### src/rtl/anp_pkg.sv
// Package for the auto-negotiation next page register bank
// Assumes a 5-bit register address and 16-bit register data
package anp_pkg;
	localparam logic [4:0] ADDR_BASE_ABILITY = 5'h05;
	localparam logic [4:0] ADDR_EXPANSION = 5'h06;
	localparam logic [4:0] ADDR_NP_TX = 5'h07;
	localparam logic [4:0] ADDR_NP_RX = 5'h08;
	localparam logic [4:0] ADDR_IRQ_STATUS = 5'h10;
	localparam logic [4:0] ADDR_IRQ_ENABLE = 5'h11;
	localparam logic [4:0] ADDR_IRQ_CLEAR = 5'h12;
	localparam logic [15:0] RST_EXPANSION = 16'h0004;
	localparam logic [15:0] RST_NP_TX = 16'h2001;
	localparam logic [15:0] RST_NP_RX = 16'h0000;
	localparam logic [15:0] RST_BASE_ABILITY = 16'h0000;
	localparam int BIT_NEXT_PAGE = 15;
	localparam int BIT_ACK = 14;
	localparam int BIT_MSG_PAGE = 13;
	localparam int BIT_ACK2 = 12;
	localparam int BIT_TOGGLE = 11;
	localparam int BIT_HD10 = 5;
	localparam int BIT_PD_FAULT = 4;
	localparam int BIT_LP_NP_ABLE = 3;
	localparam int BIT_LOC_NP_ABLE = 2;
	localparam int BIT_PAGE_RX = 1;
	localparam int BIT_LP_AN_ABLE = 0;
	localparam logic [15:0] NP_TX_WMASK = 16'hb7ff;
	localparam int IRQ_PAGE_RX = 0;
	localparam int IRQ_PD_FAULT = 1;
	localparam int IRQ_NP_RX = 2;
	localparam int IRQ_W = 3;
endpackage

### src/rtl/anp_regs.sv
// Auto-negotiation partner ability tail, expansion and next page registers
// Assumes arbitration logic on core_clk_in drives the event and page inputs
//
// Behaviour
// - Partner ability bit 5 shows 10M half-duplex
// - Partner ability bits 4:0 hold selector
// - Expansion at 6h, reset 4h, 15:5 zero
// - Expansion bit 4 flags parallel detect fault
// - Expansion bit 3 shows partner next page able
// - Expansion bit 2 local next page able, 1
// - Expansion bit 1 set on page received
// - Expansion bit 0 shows partner autoneg able
// - Local next page at 7h, reset 2001h
// - Local bit 15 writable next page flag
// - Local bit 13 writable message page flag
// - Local bit 12 writable will comply flag
// - Local bit 11 inverse of last toggle
// - Local bits 10:0 writable page code
// - Partner next page at 8h, read-only
// - Partner bit 14 shows acknowledge
// - Partner bits 10:0 hold partner code
// - Partner bit 15 shows more pages follow
`timescale 1ns/1ps
module anp_regs
	import anp_pkg::*;
(
	input wire logic core_clk_in,
	input wire logic nrst_in,
	input wire logic [4:0] reg_addr_in,
	input wire logic [15:0] reg_wdata_in,
	input wire logic reg_wr_in,
	input wire logic reg_rd_in,
	output logic [15:0] reg_rdata_out,
	input wire logic base_page_valid_in,
	input wire logic [15:0] base_page_in,
	input wire logic next_page_valid_in,
	input wire logic [15:0] next_page_in,
	input wire logic page_rx_in,
	input wire logic pd_fault_in,
	input wire logic lp_an_able_in,
	input wire logic lcw_exchanged_in,
	input wire logic lcw_toggle_in,
	output logic [15:0] np_tx_word_out,
	output logic irq_out
);
	import anp_pkg::*;

	// ----------------------------------------
	// Partner base page tail
	// ----------------------------------------
	logic [5:0] base_tail_ff;
	logic lp_np_able_ff;
	always_ff @(posedge core_clk_in or negedge nrst_in) begin
		if (!nrst_in) begin
			base_tail_ff <= RST_BASE_ABILITY[5:0];
			lp_np_able_ff <= 1'b0;
		end else if (base_page_valid_in) begin
			base_tail_ff <= base_page_in[5:0];
			lp_np_able_ff <= base_page_in[BIT_NEXT_PAGE];
		end
	end

	// ----------------------------------------
	// Expansion status
	// ----------------------------------------
	logic pd_fault_ff;
	logic page_rx_ff;
	logic lp_an_able_ff;
	logic exp_rd;
	assign exp_rd = reg_rd_in && (reg_addr_in == ADDR_EXPANSION);
	always_ff @(posedge core_clk_in or negedge nrst_in) begin
		if (!nrst_in) begin
			pd_fault_ff <= RST_EXPANSION[BIT_PD_FAULT];
			page_rx_ff <= RST_EXPANSION[BIT_PAGE_RX];
			lp_an_able_ff <= RST_EXPANSION[BIT_LP_AN_ABLE];
		end else begin
			// Set wins over clear-on-read
			pd_fault_ff <= pd_fault_in | (pd_fault_ff & ~exp_rd);
			page_rx_ff <= page_rx_in | (page_rx_ff & ~exp_rd);
			lp_an_able_ff <= lp_an_able_in;
		end
	end

	logic [15:0] exp_word;
	always_comb begin
		exp_word = 16'h0000;
		exp_word[BIT_PD_FAULT] = pd_fault_ff;
		exp_word[BIT_LP_NP_ABLE] = lp_np_able_ff;
		exp_word[BIT_LOC_NP_ABLE] = RST_EXPANSION[BIT_LOC_NP_ABLE];
		exp_word[BIT_PAGE_RX] = page_rx_ff;
		exp_word[BIT_LP_AN_ABLE] = lp_an_able_ff;
	end

	// ----------------------------------------
	// Local next page transmit
	// ----------------------------------------
	logic [15:0] np_tx_ff;
	always_ff @(posedge core_clk_in or negedge nrst_in) begin
		if (!nrst_in) begin
			np_tx_ff <= RST_NP_TX;
		end else begin
			if (reg_wr_in && (reg_addr_in == ADDR_NP_TX)) begin
				// Bits 15, 13, 12, 10:0 writable
				np_tx_ff <= (reg_wdata_in & NP_TX_WMASK) | (np_tx_ff & ~NP_TX_WMASK);
			end
			if (lcw_exchanged_in) begin
				np_tx_ff[BIT_TOGGLE] <= ~lcw_toggle_in;
			end
		end
	end
	always_ff @(posedge core_clk_in or negedge nrst_in) begin
		if (!nrst_in) begin
			np_tx_word_out <= RST_NP_TX;
		end else begin
			np_tx_word_out <= np_tx_ff;
		end
	end

	// ----------------------------------------
	// Partner next page receive
	// ----------------------------------------
	logic [15:0] np_rx_ff;
	always_ff @(posedge core_clk_in or negedge nrst_in) begin
		if (!nrst_in) begin
			np_rx_ff <= RST_NP_RX;
		end else if (next_page_valid_in) begin
			np_rx_ff <= next_page_in;
		end
	end

	// ----------------------------------------
	// Interrupts
	// ----------------------------------------
	logic [IRQ_W-1:0] irq_stat_ff;
	logic [IRQ_W-1:0] irq_en_ff;
	logic [IRQ_W-1:0] irq_evt;
	logic [IRQ_W-1:0] irq_clr;
	always_comb begin
		irq_evt = '0;
		irq_evt[IRQ_PAGE_RX] = page_rx_in;
		irq_evt[IRQ_PD_FAULT] = pd_fault_in;
		irq_evt[IRQ_NP_RX] = next_page_valid_in;
	end
	assign irq_clr = (reg_wr_in && (reg_addr_in == ADDR_IRQ_CLEAR)) ?
		reg_wdata_in[IRQ_W-1:0] : '0;
	always_ff @(posedge core_clk_in or negedge nrst_in) begin
		if (!nrst_in) begin
			irq_stat_ff <= '0;
		end else begin
			irq_stat_ff <= irq_evt | (irq_stat_ff & ~irq_clr);
		end
	end
	always_ff @(posedge core_clk_in or negedge nrst_in) begin
		if (!nrst_in) begin
			irq_en_ff <= '0;
		end else if (reg_wr_in && (reg_addr_in == ADDR_IRQ_ENABLE)) begin
			irq_en_ff <= reg_wdata_in[IRQ_W-1:0];
		end
	end
	always_ff @(posedge core_clk_in or negedge nrst_in) begin
		if (!nrst_in) begin
			irq_out <= 1'b0;
		end else begin
			irq_out <= |((irq_evt | (irq_stat_ff & ~irq_clr)) & irq_en_ff);
		end
	end

	// ----------------------------------------
	// Read mux
	// ----------------------------------------
	logic [15:0] nxt_rdata;
	always_comb begin
		case (reg_addr_in)
			ADDR_BASE_ABILITY: nxt_rdata = {10'h000, base_tail_ff};
			ADDR_EXPANSION: nxt_rdata = exp_word;
			ADDR_NP_TX: nxt_rdata = np_tx_ff;
			ADDR_NP_RX: nxt_rdata = np_rx_ff;
			ADDR_IRQ_STATUS: nxt_rdata = {{(16-IRQ_W){1'b0}}, irq_stat_ff};
			ADDR_IRQ_ENABLE: nxt_rdata = {{(16-IRQ_W){1'b0}}, irq_en_ff};
			default: nxt_rdata = 16'h0000;
		endcase
	end
	always_ff @(posedge core_clk_in or negedge nrst_in) begin
		if (!nrst_in) begin
			reg_rdata_out <= 16'h0000;
		end else if (reg_rd_in) begin
			reg_rdata_out <= nxt_rdata;
		end else begin
			reg_rdata_out <= 16'h0000;
		end
	end

	// ----------------------------------------
	// Checks
	// ----------------------------------------
	a_exp_reserved: assert property (@(posedge core_clk_in) disable iff (!nrst_in)
		$past(exp_rd) |-> (reg_rdata_out[15:5] == 11'h000 && reg_rdata_out[2]))
		else $error("expansion reserved or local able wrong");
	a_page_latch: assert property (@(posedge core_clk_in) disable iff (!nrst_in)
		page_rx_in |=> page_rx_ff)
		else $error("page received not set");
	a_page_clr_read: assert property (@(posedge core_clk_in) disable iff (!nrst_in)
		(exp_rd && !page_rx_in && !pd_fault_in) |=> (!page_rx_ff && !pd_fault_ff))
		else $error("latched bits not cleared by read");
	a_fault_hold: assert property (@(posedge core_clk_in) disable iff (!nrst_in)
		(pd_fault_ff && !exp_rd) |=> pd_fault_ff)
		else $error("fault bit dropped without read");
	a_toggle_inv: assert property (@(posedge core_clk_in) disable iff (!nrst_in)
		lcw_exchanged_in |=> (np_tx_ff[BIT_TOGGLE] == !$past(lcw_toggle_in)))
		else $error("toggle not inverted");
	a_np_write: assert property (@(posedge core_clk_in) disable iff (!nrst_in)
		(reg_wr_in && reg_addr_in == ADDR_NP_TX) |=>
		(np_tx_ff[10:0] == $past(reg_wdata_in[10:0]) && !np_tx_ff[BIT_ACK]))
		else $error("next page write wrong");
	a_np_rx_cap: assert property (@(posedge core_clk_in) disable iff (!nrst_in)
		next_page_valid_in |=> (np_rx_ff == $past(next_page_in)))
		else $error("partner page not captured");
	a_base_cap: assert property (@(posedge core_clk_in) disable iff (!nrst_in)
		base_page_valid_in |=> (base_tail_ff == $past(base_page_in[5:0])))
		else $error("base tail not captured");
	a_read_once: assert property (@(posedge core_clk_in) disable iff (!nrst_in)
		!$past(reg_rd_in) |-> (reg_rdata_out == 16'h0000))
		else $error("read data outside read slot");

	// ----------------------------------------
	// Check helpers
	// ----------------------------------------
	logic np_tx_wr;
	logic np_tx_rd;
	logic np_rx_rd;
	logic base_rd;
	logic stat_rd;
	logic irq_en_wr;
	logic unmapped_rd;
	assign np_tx_wr = reg_wr_in && (reg_addr_in == ADDR_NP_TX);
	assign np_tx_rd = reg_rd_in && (reg_addr_in == ADDR_NP_TX);
	assign np_rx_rd = reg_rd_in && (reg_addr_in == ADDR_NP_RX);
	assign base_rd = reg_rd_in && (reg_addr_in == ADDR_BASE_ABILITY);
	assign stat_rd = reg_rd_in && (reg_addr_in == ADDR_IRQ_STATUS);
	assign irq_en_wr = reg_wr_in && (reg_addr_in == ADDR_IRQ_ENABLE);
	// Holes below, between and above the map, clear register included
	assign unmapped_rd = reg_rd_in && ((reg_addr_in < ADDR_BASE_ABILITY) ||
		((reg_addr_in > ADDR_NP_RX) && (reg_addr_in < ADDR_IRQ_STATUS)) ||
		(reg_addr_in > ADDR_IRQ_ENABLE));

	// ----------------------------------------
	// Partner ability and expansion checks
	// ----------------------------------------
	a_base_hold: assert property (@(posedge core_clk_in) disable iff (!nrst_in)
		!base_page_valid_in |=> $stable(base_tail_ff))
		else $error("partner ability changed without a page");
	a_base_read: assert property (@(posedge core_clk_in) disable iff (!nrst_in)
		$past(base_rd) |-> (reg_rdata_out == {10'h000, $past(base_tail_ff)}))
		else $error("partner ability read wrong");
	a_lp_np_cap: assert property (@(posedge core_clk_in) disable iff (!nrst_in)
		base_page_valid_in |=> (lp_np_able_ff == $past(base_page_in[BIT_NEXT_PAGE])))
		else $error("partner next page ability not captured");
	a_lp_np_hold: assert property (@(posedge core_clk_in) disable iff (!nrst_in)
		!base_page_valid_in |=> $stable(lp_np_able_ff))
		else $error("partner next page ability changed");
	a_fault_set: assert property (@(posedge core_clk_in) disable iff (!nrst_in)
		pd_fault_in |=> pd_fault_ff)
		else $error("fault bit not set");
	a_fault_rise: assert property (@(posedge core_clk_in) disable iff (!nrst_in)
		$rose(pd_fault_ff) |-> $past(pd_fault_in))
		else $error("fault bit set without a fault");
	a_page_hold: assert property (@(posedge core_clk_in) disable iff (!nrst_in)
		(page_rx_ff && !exp_rd) |=> page_rx_ff)
		else $error("page bit dropped without read");
	a_page_rise: assert property (@(posedge core_clk_in) disable iff (!nrst_in)
		$rose(page_rx_ff) |-> $past(page_rx_in))
		else $error("page bit set without a page");
	a_an_follow: assert property (@(posedge core_clk_in) disable iff (!nrst_in)
		1'b1 |=> (lp_an_able_ff == $past(lp_an_able_in)))
		else $error("partner autoneg ability not followed");
	a_exp_top_zero: assert property (@(posedge core_clk_in) disable iff (!nrst_in)
		(exp_word[15:5] == 11'h000) && exp_word[BIT_LOC_NP_ABLE])
		else $error("expansion constant fields wrong");
	a_exp_fields: assert property (@(posedge core_clk_in) disable iff (!nrst_in)
		$past(exp_rd) |-> ((reg_rdata_out[BIT_LP_NP_ABLE] == $past(lp_np_able_ff)) &&
		(reg_rdata_out[BIT_LP_AN_ABLE] == $past(lp_an_able_ff)) &&
		(reg_rdata_out[BIT_PD_FAULT] == $past(pd_fault_ff)) &&
		(reg_rdata_out[BIT_PAGE_RX] == $past(page_rx_ff))))
		else $error("expansion fields read wrong");

	// ----------------------------------------
	// Next page and unmapped read checks
	// ----------------------------------------
	a_np_flags: assert property (@(posedge core_clk_in) disable iff (!nrst_in)
		np_tx_wr |=>
		((np_tx_ff[BIT_NEXT_PAGE] == $past(reg_wdata_in[BIT_NEXT_PAGE])) &&
		(np_tx_ff[BIT_MSG_PAGE] == $past(reg_wdata_in[BIT_MSG_PAGE])) &&
		(np_tx_ff[BIT_ACK2] == $past(reg_wdata_in[BIT_ACK2]))))
		else $error("next page flags not written");
	a_np_ack_zero: assert property (@(posedge core_clk_in) disable iff (!nrst_in)
		!np_tx_ff[BIT_ACK])
		else $error("reserved next page bit set");
	a_toggle_keep: assert property (@(posedge core_clk_in) disable iff (!nrst_in)
		!lcw_exchanged_in |=> $stable(np_tx_ff[BIT_TOGGLE]))
		else $error("toggle changed without exchange");
	a_np_tx_hold: assert property (@(posedge core_clk_in) disable iff (!nrst_in)
		(!lcw_exchanged_in && !np_tx_wr) |=> $stable(np_tx_ff))
		else $error("next page changed without write");
	a_tx_word_copy: assert property (@(posedge core_clk_in) disable iff (!nrst_in)
		1'b1 |=> (np_tx_word_out == $past(np_tx_ff)))
		else $error("outgoing page word stale");
	a_np_tx_read: assert property (@(posedge core_clk_in) disable iff (!nrst_in)
		$past(np_tx_rd) |-> (reg_rdata_out == $past(np_tx_ff)))
		else $error("next page read wrong");
	a_np_rx_hold: assert property (@(posedge core_clk_in) disable iff (!nrst_in)
		!next_page_valid_in |=> $stable(np_rx_ff))
		else $error("partner page changed without a page");
	a_np_rx_read: assert property (@(posedge core_clk_in) disable iff (!nrst_in)
		$past(np_rx_rd) |-> (reg_rdata_out == $past(np_rx_ff)))
		else $error("partner page read wrong");
	a_unmapped: assert property (@(posedge core_clk_in) disable iff (!nrst_in)
		$past(unmapped_rd) |-> (reg_rdata_out == 16'h0000))
		else $error("unmapped read not zero");

	// ----------------------------------------
	// Interrupt checks
	// ----------------------------------------
	genvar irq_i;
	generate
		for (irq_i = 0; irq_i < IRQ_W; irq_i++) begin : g_irq_chk
			a_irq_sticky: assert property (@(posedge core_clk_in) disable iff (!nrst_in)
				irq_evt[irq_i] |=> irq_stat_ff[irq_i])
				else $error("interrupt status not set");
			a_irq_drop: assert property (@(posedge core_clk_in) disable iff (!nrst_in)
				(irq_clr[irq_i] && !irq_evt[irq_i]) |=> !irq_stat_ff[irq_i])
				else $error("interrupt status not cleared");
			a_irq_keep: assert property (@(posedge core_clk_in) disable iff (!nrst_in)
				(irq_stat_ff[irq_i] && !irq_clr[irq_i]) |=> irq_stat_ff[irq_i])
				else $error("interrupt status dropped");
		end
	endgenerate
	a_irq_level: assert property (@(posedge core_clk_in) disable iff (!nrst_in)
		1'b1 |=> (irq_out == |(irq_stat_ff & $past(irq_en_ff))))
		else $error("interrupt level wrong");
	a_irq_en_write: assert property (@(posedge core_clk_in) disable iff (!nrst_in)
		irq_en_wr |=> (irq_en_ff == $past(reg_wdata_in[IRQ_W-1:0])))
		else $error("interrupt enable not written");
	a_irq_en_hold: assert property (@(posedge core_clk_in) disable iff (!nrst_in)
		!irq_en_wr |=> $stable(irq_en_ff))
		else $error("interrupt enable changed");
	a_stat_read: assert property (@(posedge core_clk_in) disable iff (!nrst_in)
		$past(stat_rd) |-> (reg_rdata_out == {{(16-IRQ_W){1'b0}}, $past(irq_stat_ff)}))
		else $error("interrupt status read wrong");
endmodule // anp_regs

### config.mk
export PLATFORM = sky130hd
export DESIGN_NAME = anp_regs
export DESIGN_NICKNAME = d
export VERILOG_FILES = /design/src/rtl/anp_pkg.sv /design/src/rtl/anp_regs.sv
export SDC_FILE = /design/constraint.sdc
export NUM_CORES = 1
export LEC_CHECK = 0
export CORE_AREA = 2 2 91 93
export DETAILED_ROUTE_END_ITERATION = 16
export DIE_AREA = 0 0 93 95
export DONT_BUFFER_PORTS = 1
export SYNTH_ARGS = -nofsm -noshare
export SYNTH_HDL_FRONTEND = slang
export SYNTH_SLANG_ARGS = --single-unit
### constraint.sdc
create_clock -name core_clk_in -period 1.4 [get_ports core_clk_in]
set_input_delay 0.28 -clock core_clk_in [delete_from_list [all_inputs] [get_ports core_clk_in]]
set_output_delay 0.28 -clock core_clk_in [all_outputs]
set_load 0.005 [all_outputs]
==> flow_summary.toml, run 1 <==
[cells_and_area]
antenna_cells = 0
area_growth_pct = 15.1
nets = 289
drive_gt1_frac = 0.330
layout_commonest_cell = "dfrtp_1"
final_cell_count_no_fill = 335
final_cell_mix = "dfrtp_1 (75), mux2_2 (30), a22oi_1 (18)"
fin_util = 0.445

[routing]
viasPerCell = 5.17
wl_per_cell_um = 19.2
drt_drc_violations_left = 0
ant_nets = 0
firstDrtPassIters = 4
via_count = 1733
drt_iter0_markers = 50
finalWirelength_mm = 6.44

[timing]
slew_violations = 0
fin_hold_ws_ns = -0.383
fin_tns_setup_ns = 0
worst_slack_ns = 0.202
setup_viol = 0
skew_ns = 0.00663
finalCritPeriodShare = 0.855
max_freq_mhz = 835
fin_crit_ns = 1.20
finalHoldViolCount = 79
rsz0062_at_grt = "no"

[clocking]
ctsHoldBuffers = 3
clockBufferDepth = 2
clock_latency_ns = 0.35
root_buffer = "clkbuf_8"
clkTransAtPathRegs_ns = 0.09
cts.sinks = 79
cts.repair.resized = 0
h-tree-depth = 3
cts_setup_buffers = 0
cts_tree = "yes"
cts_buffers = 9

[synth]
async_flop_share = 1.00
yosysSeqAreaShare = 0.647
synth-edff-count = 0
yosys.cell_types.count = 37
synth-seq-cells = 79
synth.avg_cell_area_um2 = 14.3
ys.flop_type = "dfrtp_1"
yosysWarnings = 0
synth_nets = 278
synth_area_mm2 = 0.00307
syn-instance-count = 214

[setup_path]
critPathCaptureType = "flip-flop"
critPathKind = "primary input to flip-flop"
required_ns = 1.68
reg2reg_setup_slack_ns = 0.21
worstRegToRegCells = 3
rr_endpoint = "np_tx_ff[11]"
arrival_ns = 1.48
crit_fanout = 2
cp-start-kind = "primary input"
r2r-start = "np_tx_ff[11]"

[die]
fp.dieH_um = 95
die_x_um = 93
core-area_mm2 = 0.00793
start_util = 0.387
rows = 33
die_area_mm2 = 0.00884
io_pins = 97

[grt]
grt_util_all_layers = 0.157
grt_pass1_vias = 1848
grt-ovfl-total = 0
antenna_found_initial = 0
grt_max_degree = 80
grt_pass1_wl_mm = 10.2

[place]
place_congestion = 0.797
dp_slack_ns = -0.0733
port_buffers = 0
placed_cells = 316
dpl.hpwl_mm = 4.37

[power_and_ir_drop]
peakVddDrop_uv = 524
p_leak_nw = 1.53
p_per_area_mw_per_mm2 = 1440

[run_status]
status = "complete, but fails checks"
violations = "negative hold slack"

[flow_run]
maxCapViolations = 0

[worst_hold_path]
min_path_type = "primary input to asynchronous set/reset pin"
through the flow:
stage | total power, mW | cell area, um^2 | hold WS [ns]
after CTS | 5.14 | 3530 | -0.401
final | 5.07 | 3530 | -0.383
after global routing | 5.31 | 3530 | -0.414
after detailed placement | 3.08 | 3260 | -0.0140
after global placement | 3.06 | 3260 | -0.0140
after floorplan | 3.00 | 3130 | -0.0156
layout make-up:
| type | count | area (um^2) |
|---|---|---|
| Clock buffer | 9 | 124 |
| Tap cell | 105 | 131 |
| Multi-Input combinational cell | 120 | 1030 |
| Timing Repair Buffer | 11 | 128 |
| Clock inverter | 7 | 119 |
| Sequential cell | 79 | 1980 |
| Inverter | 4 | 15.0 |
| Fill cell | 746 | 4400 |
layer usage:
layer | track usage | wire (um) | up-vias
li1 | - | - | 785
met1 | 0.200 | 2880 | 876
met2 | 0.243 | 2980 | 63
met3 | 0.0567 | 474 | 9
met4 | 0.0662 | 106 | 0
met5 | 0 | 0 | -
cells in the mapped netlist (2+ instances only):
cell / number / area, um^2
dfrtp_1: 75 / 1880
a32oi_1: 2 / 17.5
o21ai_0: 2 / 10.0
a22o_1: 2 / 17.5
nand2_1: 7 / 26.3
a31oi_1: 5 / 31.3
inv_1: 4 / 15.0
mux2_4: 10 / 150
mux2_2: 30 / 338
nor2_1: 16 / 60.1
a21oi_1: 5 / 25.0
dfstp_2: 4 / 105
a21o_1: 4 / 30.0
a22oi_1: 18 / 135
clkbuf_1: 4 / 15.0
buf_2: 5 / 25.0
critical path, stage by stage:
cell and delay, ns:
dlygate4sd3_1 0.53, a21oi_1 0.12, dlygate4sd3_1 0.55
flip-flops by register name, indices dropped and copies added, names as in the netlist, 3 cells and up:
name,count
base_tail_ff,6
irq_en_ff,3
irq_stat_ff,3
np_rx_ff,16
np_tx_ff,15
np_tx_word_out,15
reg_rdata_out,16
worst max-delay path by stage:
stage	start	depth (start not counted)	slack, ns	endpoint
6_report	lcw_exchanged_in	3	0.20	np_tx_ff[11]
5_1_grt	np_tx_ff[11]	3	0.16	np_tx_ff[11]
4_1_cts	np_tx_ff[11]	3	0.21	np_tx_ff[11]
3_5_place_dp	reg_addr_in[3]	4	-0.07	np_tx_ff[5]
3_3_place_gp	reg_addr_in[3]	4	-0.05	np_tx_ff[8]
2_1_floorplan	reg_addr_in[4]	6	-0.05	reg_rdata_out[5]
report_power, final:
group / internal (mW) / switching, mW / total, mW
sequential: 2.56 / 0.165 / 2.72
combinational: 0.220 / 0.0861 / 0.306
clock: 1.19 / 0.854 / 2.04
total: 3.96 / 1.10 / 5.07
kinds of logic (layout without fill, tap and decap cells):
| family | after synthesis | after routing | share of synthesized area |
|---|---|---|---|
| mux | 40 | 40 | 0.159 |
| flops | 79 | 79 | 0.647 |
| buf+inv | 15 | 31 | 0.0241 |
| simple gates | 37 | 37 | 0.0723 |
| other cells | 1 | 1 | 0.00122 |
| compound gates | 42 | 42 | 0.0967 |
No activity file was read; power rests on OpenSTA's default activity.
==> run 2, diff against run 1 <==
ABC_AREA = 1   (was default)
==> flow_summary.toml, run 2 <==
[run_status]
status = "complete, but fails checks"
violations = "negative hold slack"

[synth]
async_flop_share = 1.00
synth-seq-cells = 79
yosysWarnings = 0
synth.avg_cell_area_um2 = 9.26
yosysSeqAreaShare = 0.643
yosys.cell_types.count = 22
synthTopCellsByCount = "nand2_1 (121), dfrtp_1 (75), inv_1 (28)"
syn-instance-count = 333
synth_top_cell_area_share = 0.609
yosysMostFrequentCell = "nand2_1"
synth_area_mm2 = 0.00308
synthTopCellsByArea = "dfrtp_1 (61%), nand2_1 (15%), o21ai_0 (3.6%)"
yosys.area.top_type = "dfrtp_1"
ys.flop_type = "dfrtp_1"
synth-edff-count = 0
synth_nets = 397

[die]
die_area_mm2 = 0.00884
start_util = 0.389
core-area_mm2 = 0.00793
fp.dieH_um = 95
io_pins = 97
die_x_um = 93
rows = 33

[grt]
grt_pass1_vias = 2280
grt_pass1_wl_mm = 11.2
grt_util_all_layers = 0.168
grt_max_degree = 80
antenna_found_initial = 0
grt-ovfl-total = 0

[routing]
drt_iter0_markers = 106
drt_drc_violations_left = 0
ant_nets = 0
via_count = 2190
viasPerCell = 4.86
wl_per_cell_um = 15.1
finalWirelength_mm = 6.83
firstDrtPassIters = 4

[clocking]
clkTransAtPathRegs_ns = 0.09
clockBufferDepth = 2
h-tree-depth = 3
cts_buffers = 9
cts.repair.resized = 0
cts_tree = "yes"
root_buffer = "clkbuf_8"
clock_latency_ns = 0.35
cts.sinks = 79

[cells_and_area]
drive_gt1_frac = 0.101
final_cell_mix = "nand2_1 (121), dfrtp_1 (75), inv_1 (28)"
nets = 405
area_growth_pct = 12.6
fin_area_mm2 = 0.00347
antenna_cells = 0
layout_commonest_cell = "nand2_1"
largestRegisters = "np_rx_ff: 16 flops, reg_rdata_out: 16 flops"
nFillCells = 823
fin_util = 0.438

[setup_path]
required_ns = 1.12
r2r-start = "np_tx_ff[0]"
cp-start-kind = "flip-flop"
crit_fanout = 1
arrival_ns = 0.89
critPathCaptureType = "primary output"
critPathLaunch = "np_tx_word_out[13]"
critPathKind = "flip-flop to primary output"

[place]
dpl.hpwl_mm = 4.84
dpl_cell_area_mm2 = 0.00322
port_buffers = 0
place_congestion = 0.803

[power_and_ir_drop]
peakVddDrop_uv = 660
finalPower_mw = 4.87
p_per_area_mw_per_mm2 = 1400
p_leak_nw = 1.72

[timing]
setup_viol = 0
skew_ns = 0.0147
fin_hold_ws_ns = -0.387
finalCritPeriodShare = 0.834
finalHoldViolCount = 79
rsz0062_at_grt = "no"
fin_crit_ns = 1.17
max_freq_mhz = 857
fin_tns_setup_ns = 0
slew_violations = 0

[flow_run]
maxCapViolations = 0

[worst_hold_path]
min_path_type = "primary input to asynchronous set/reset pin"
[run 2: changes by cell type in the layout (fill, tap and decap cells not counted), sizes merged, moves of 4 or more]
cell,change
inv,+25
nand4,+12
nand3,+17
a31oi,-5
o21ai,+21
mux2,-39
nand2,+115
a22oi,-18
a21oi,+9
a21o,-4
[run 2: path summary, 6_finish.rpt]
path	to	slack, ns	cells past startpoint
max in group asynchronous	np_tx_word_out[0]	1.57	0
worst max register to register	reg_rdata_out[0]	0.50	4
worst min register to register	np_tx_word_out[13]	0.39	0
min in group core_clk_in	np_tx_ff[11]	0.03	1
worst min-delay path	reg_rdata_out[6]	-0.39	0
worst max-delay path	np_tx_word_out[13]	0.23	0
[run 2: area by class of cell]
| class | instances | area [um^2] | area share |
|---|---|---|---|
| Clock inverter | 6 | 91.3 | 0.0263 |
| Tap cell | 105 | 131 | 0.0378 |
| Inverter | 29 | 109 | 0.0314 |
| Multi-Input combinational cell | 212 | 928 | 0.267 |
| Clock buffer | 10 | 138 | 0.0396 |
| Timing Repair Buffer | 10 | 92.6 | 0.0267 |
| Sequential cell | 79 | 1980 | 0.571 |
[run 2: cell families after synthesis]
family,Yosys count,share of synthesized area
AND/OR/NAND/NOR,170,0.231
flip-flops,79,0.643
buffers and inverters,42,0.0560
AO/OA/AOI/OAI,40,0.0657
multiplexers,1,0.00365
other,1,0.00122
[run 2: per-stage QoR]
stage	std cells	worst slack (ns)
floorplan	333	0.269
global placement	433	0.0843
detailed placement	433	0.0383
CTS	450	0.205
global route	451	0.188
finish	451	0.233
[run 2: routing by layer]
metal,vias up,routed length [um],track usage
met5,-,0,0
li1,1068,-,-
met3,7,439,0.0599
met4,0,93,0.0637
met2,57,3290,0.268
met1,1058,3000,0.212
[run 2: power by group]
| part | internal [mW] | switching, mW | total, mW |
|---|---|---|---|
| Clock | 1.06 | 0.846 | 1.91 |
| Sequential | 2.54 | 0.153 | 2.70 |
| Combinational | 0.107 | 0.154 | 0.261 |
[run 2: what timing repair did]
action,4_1_cts,5_1_grt
hold buffers,1,1
setup buffers,0,0
endpoints found under the hold margin,80,80
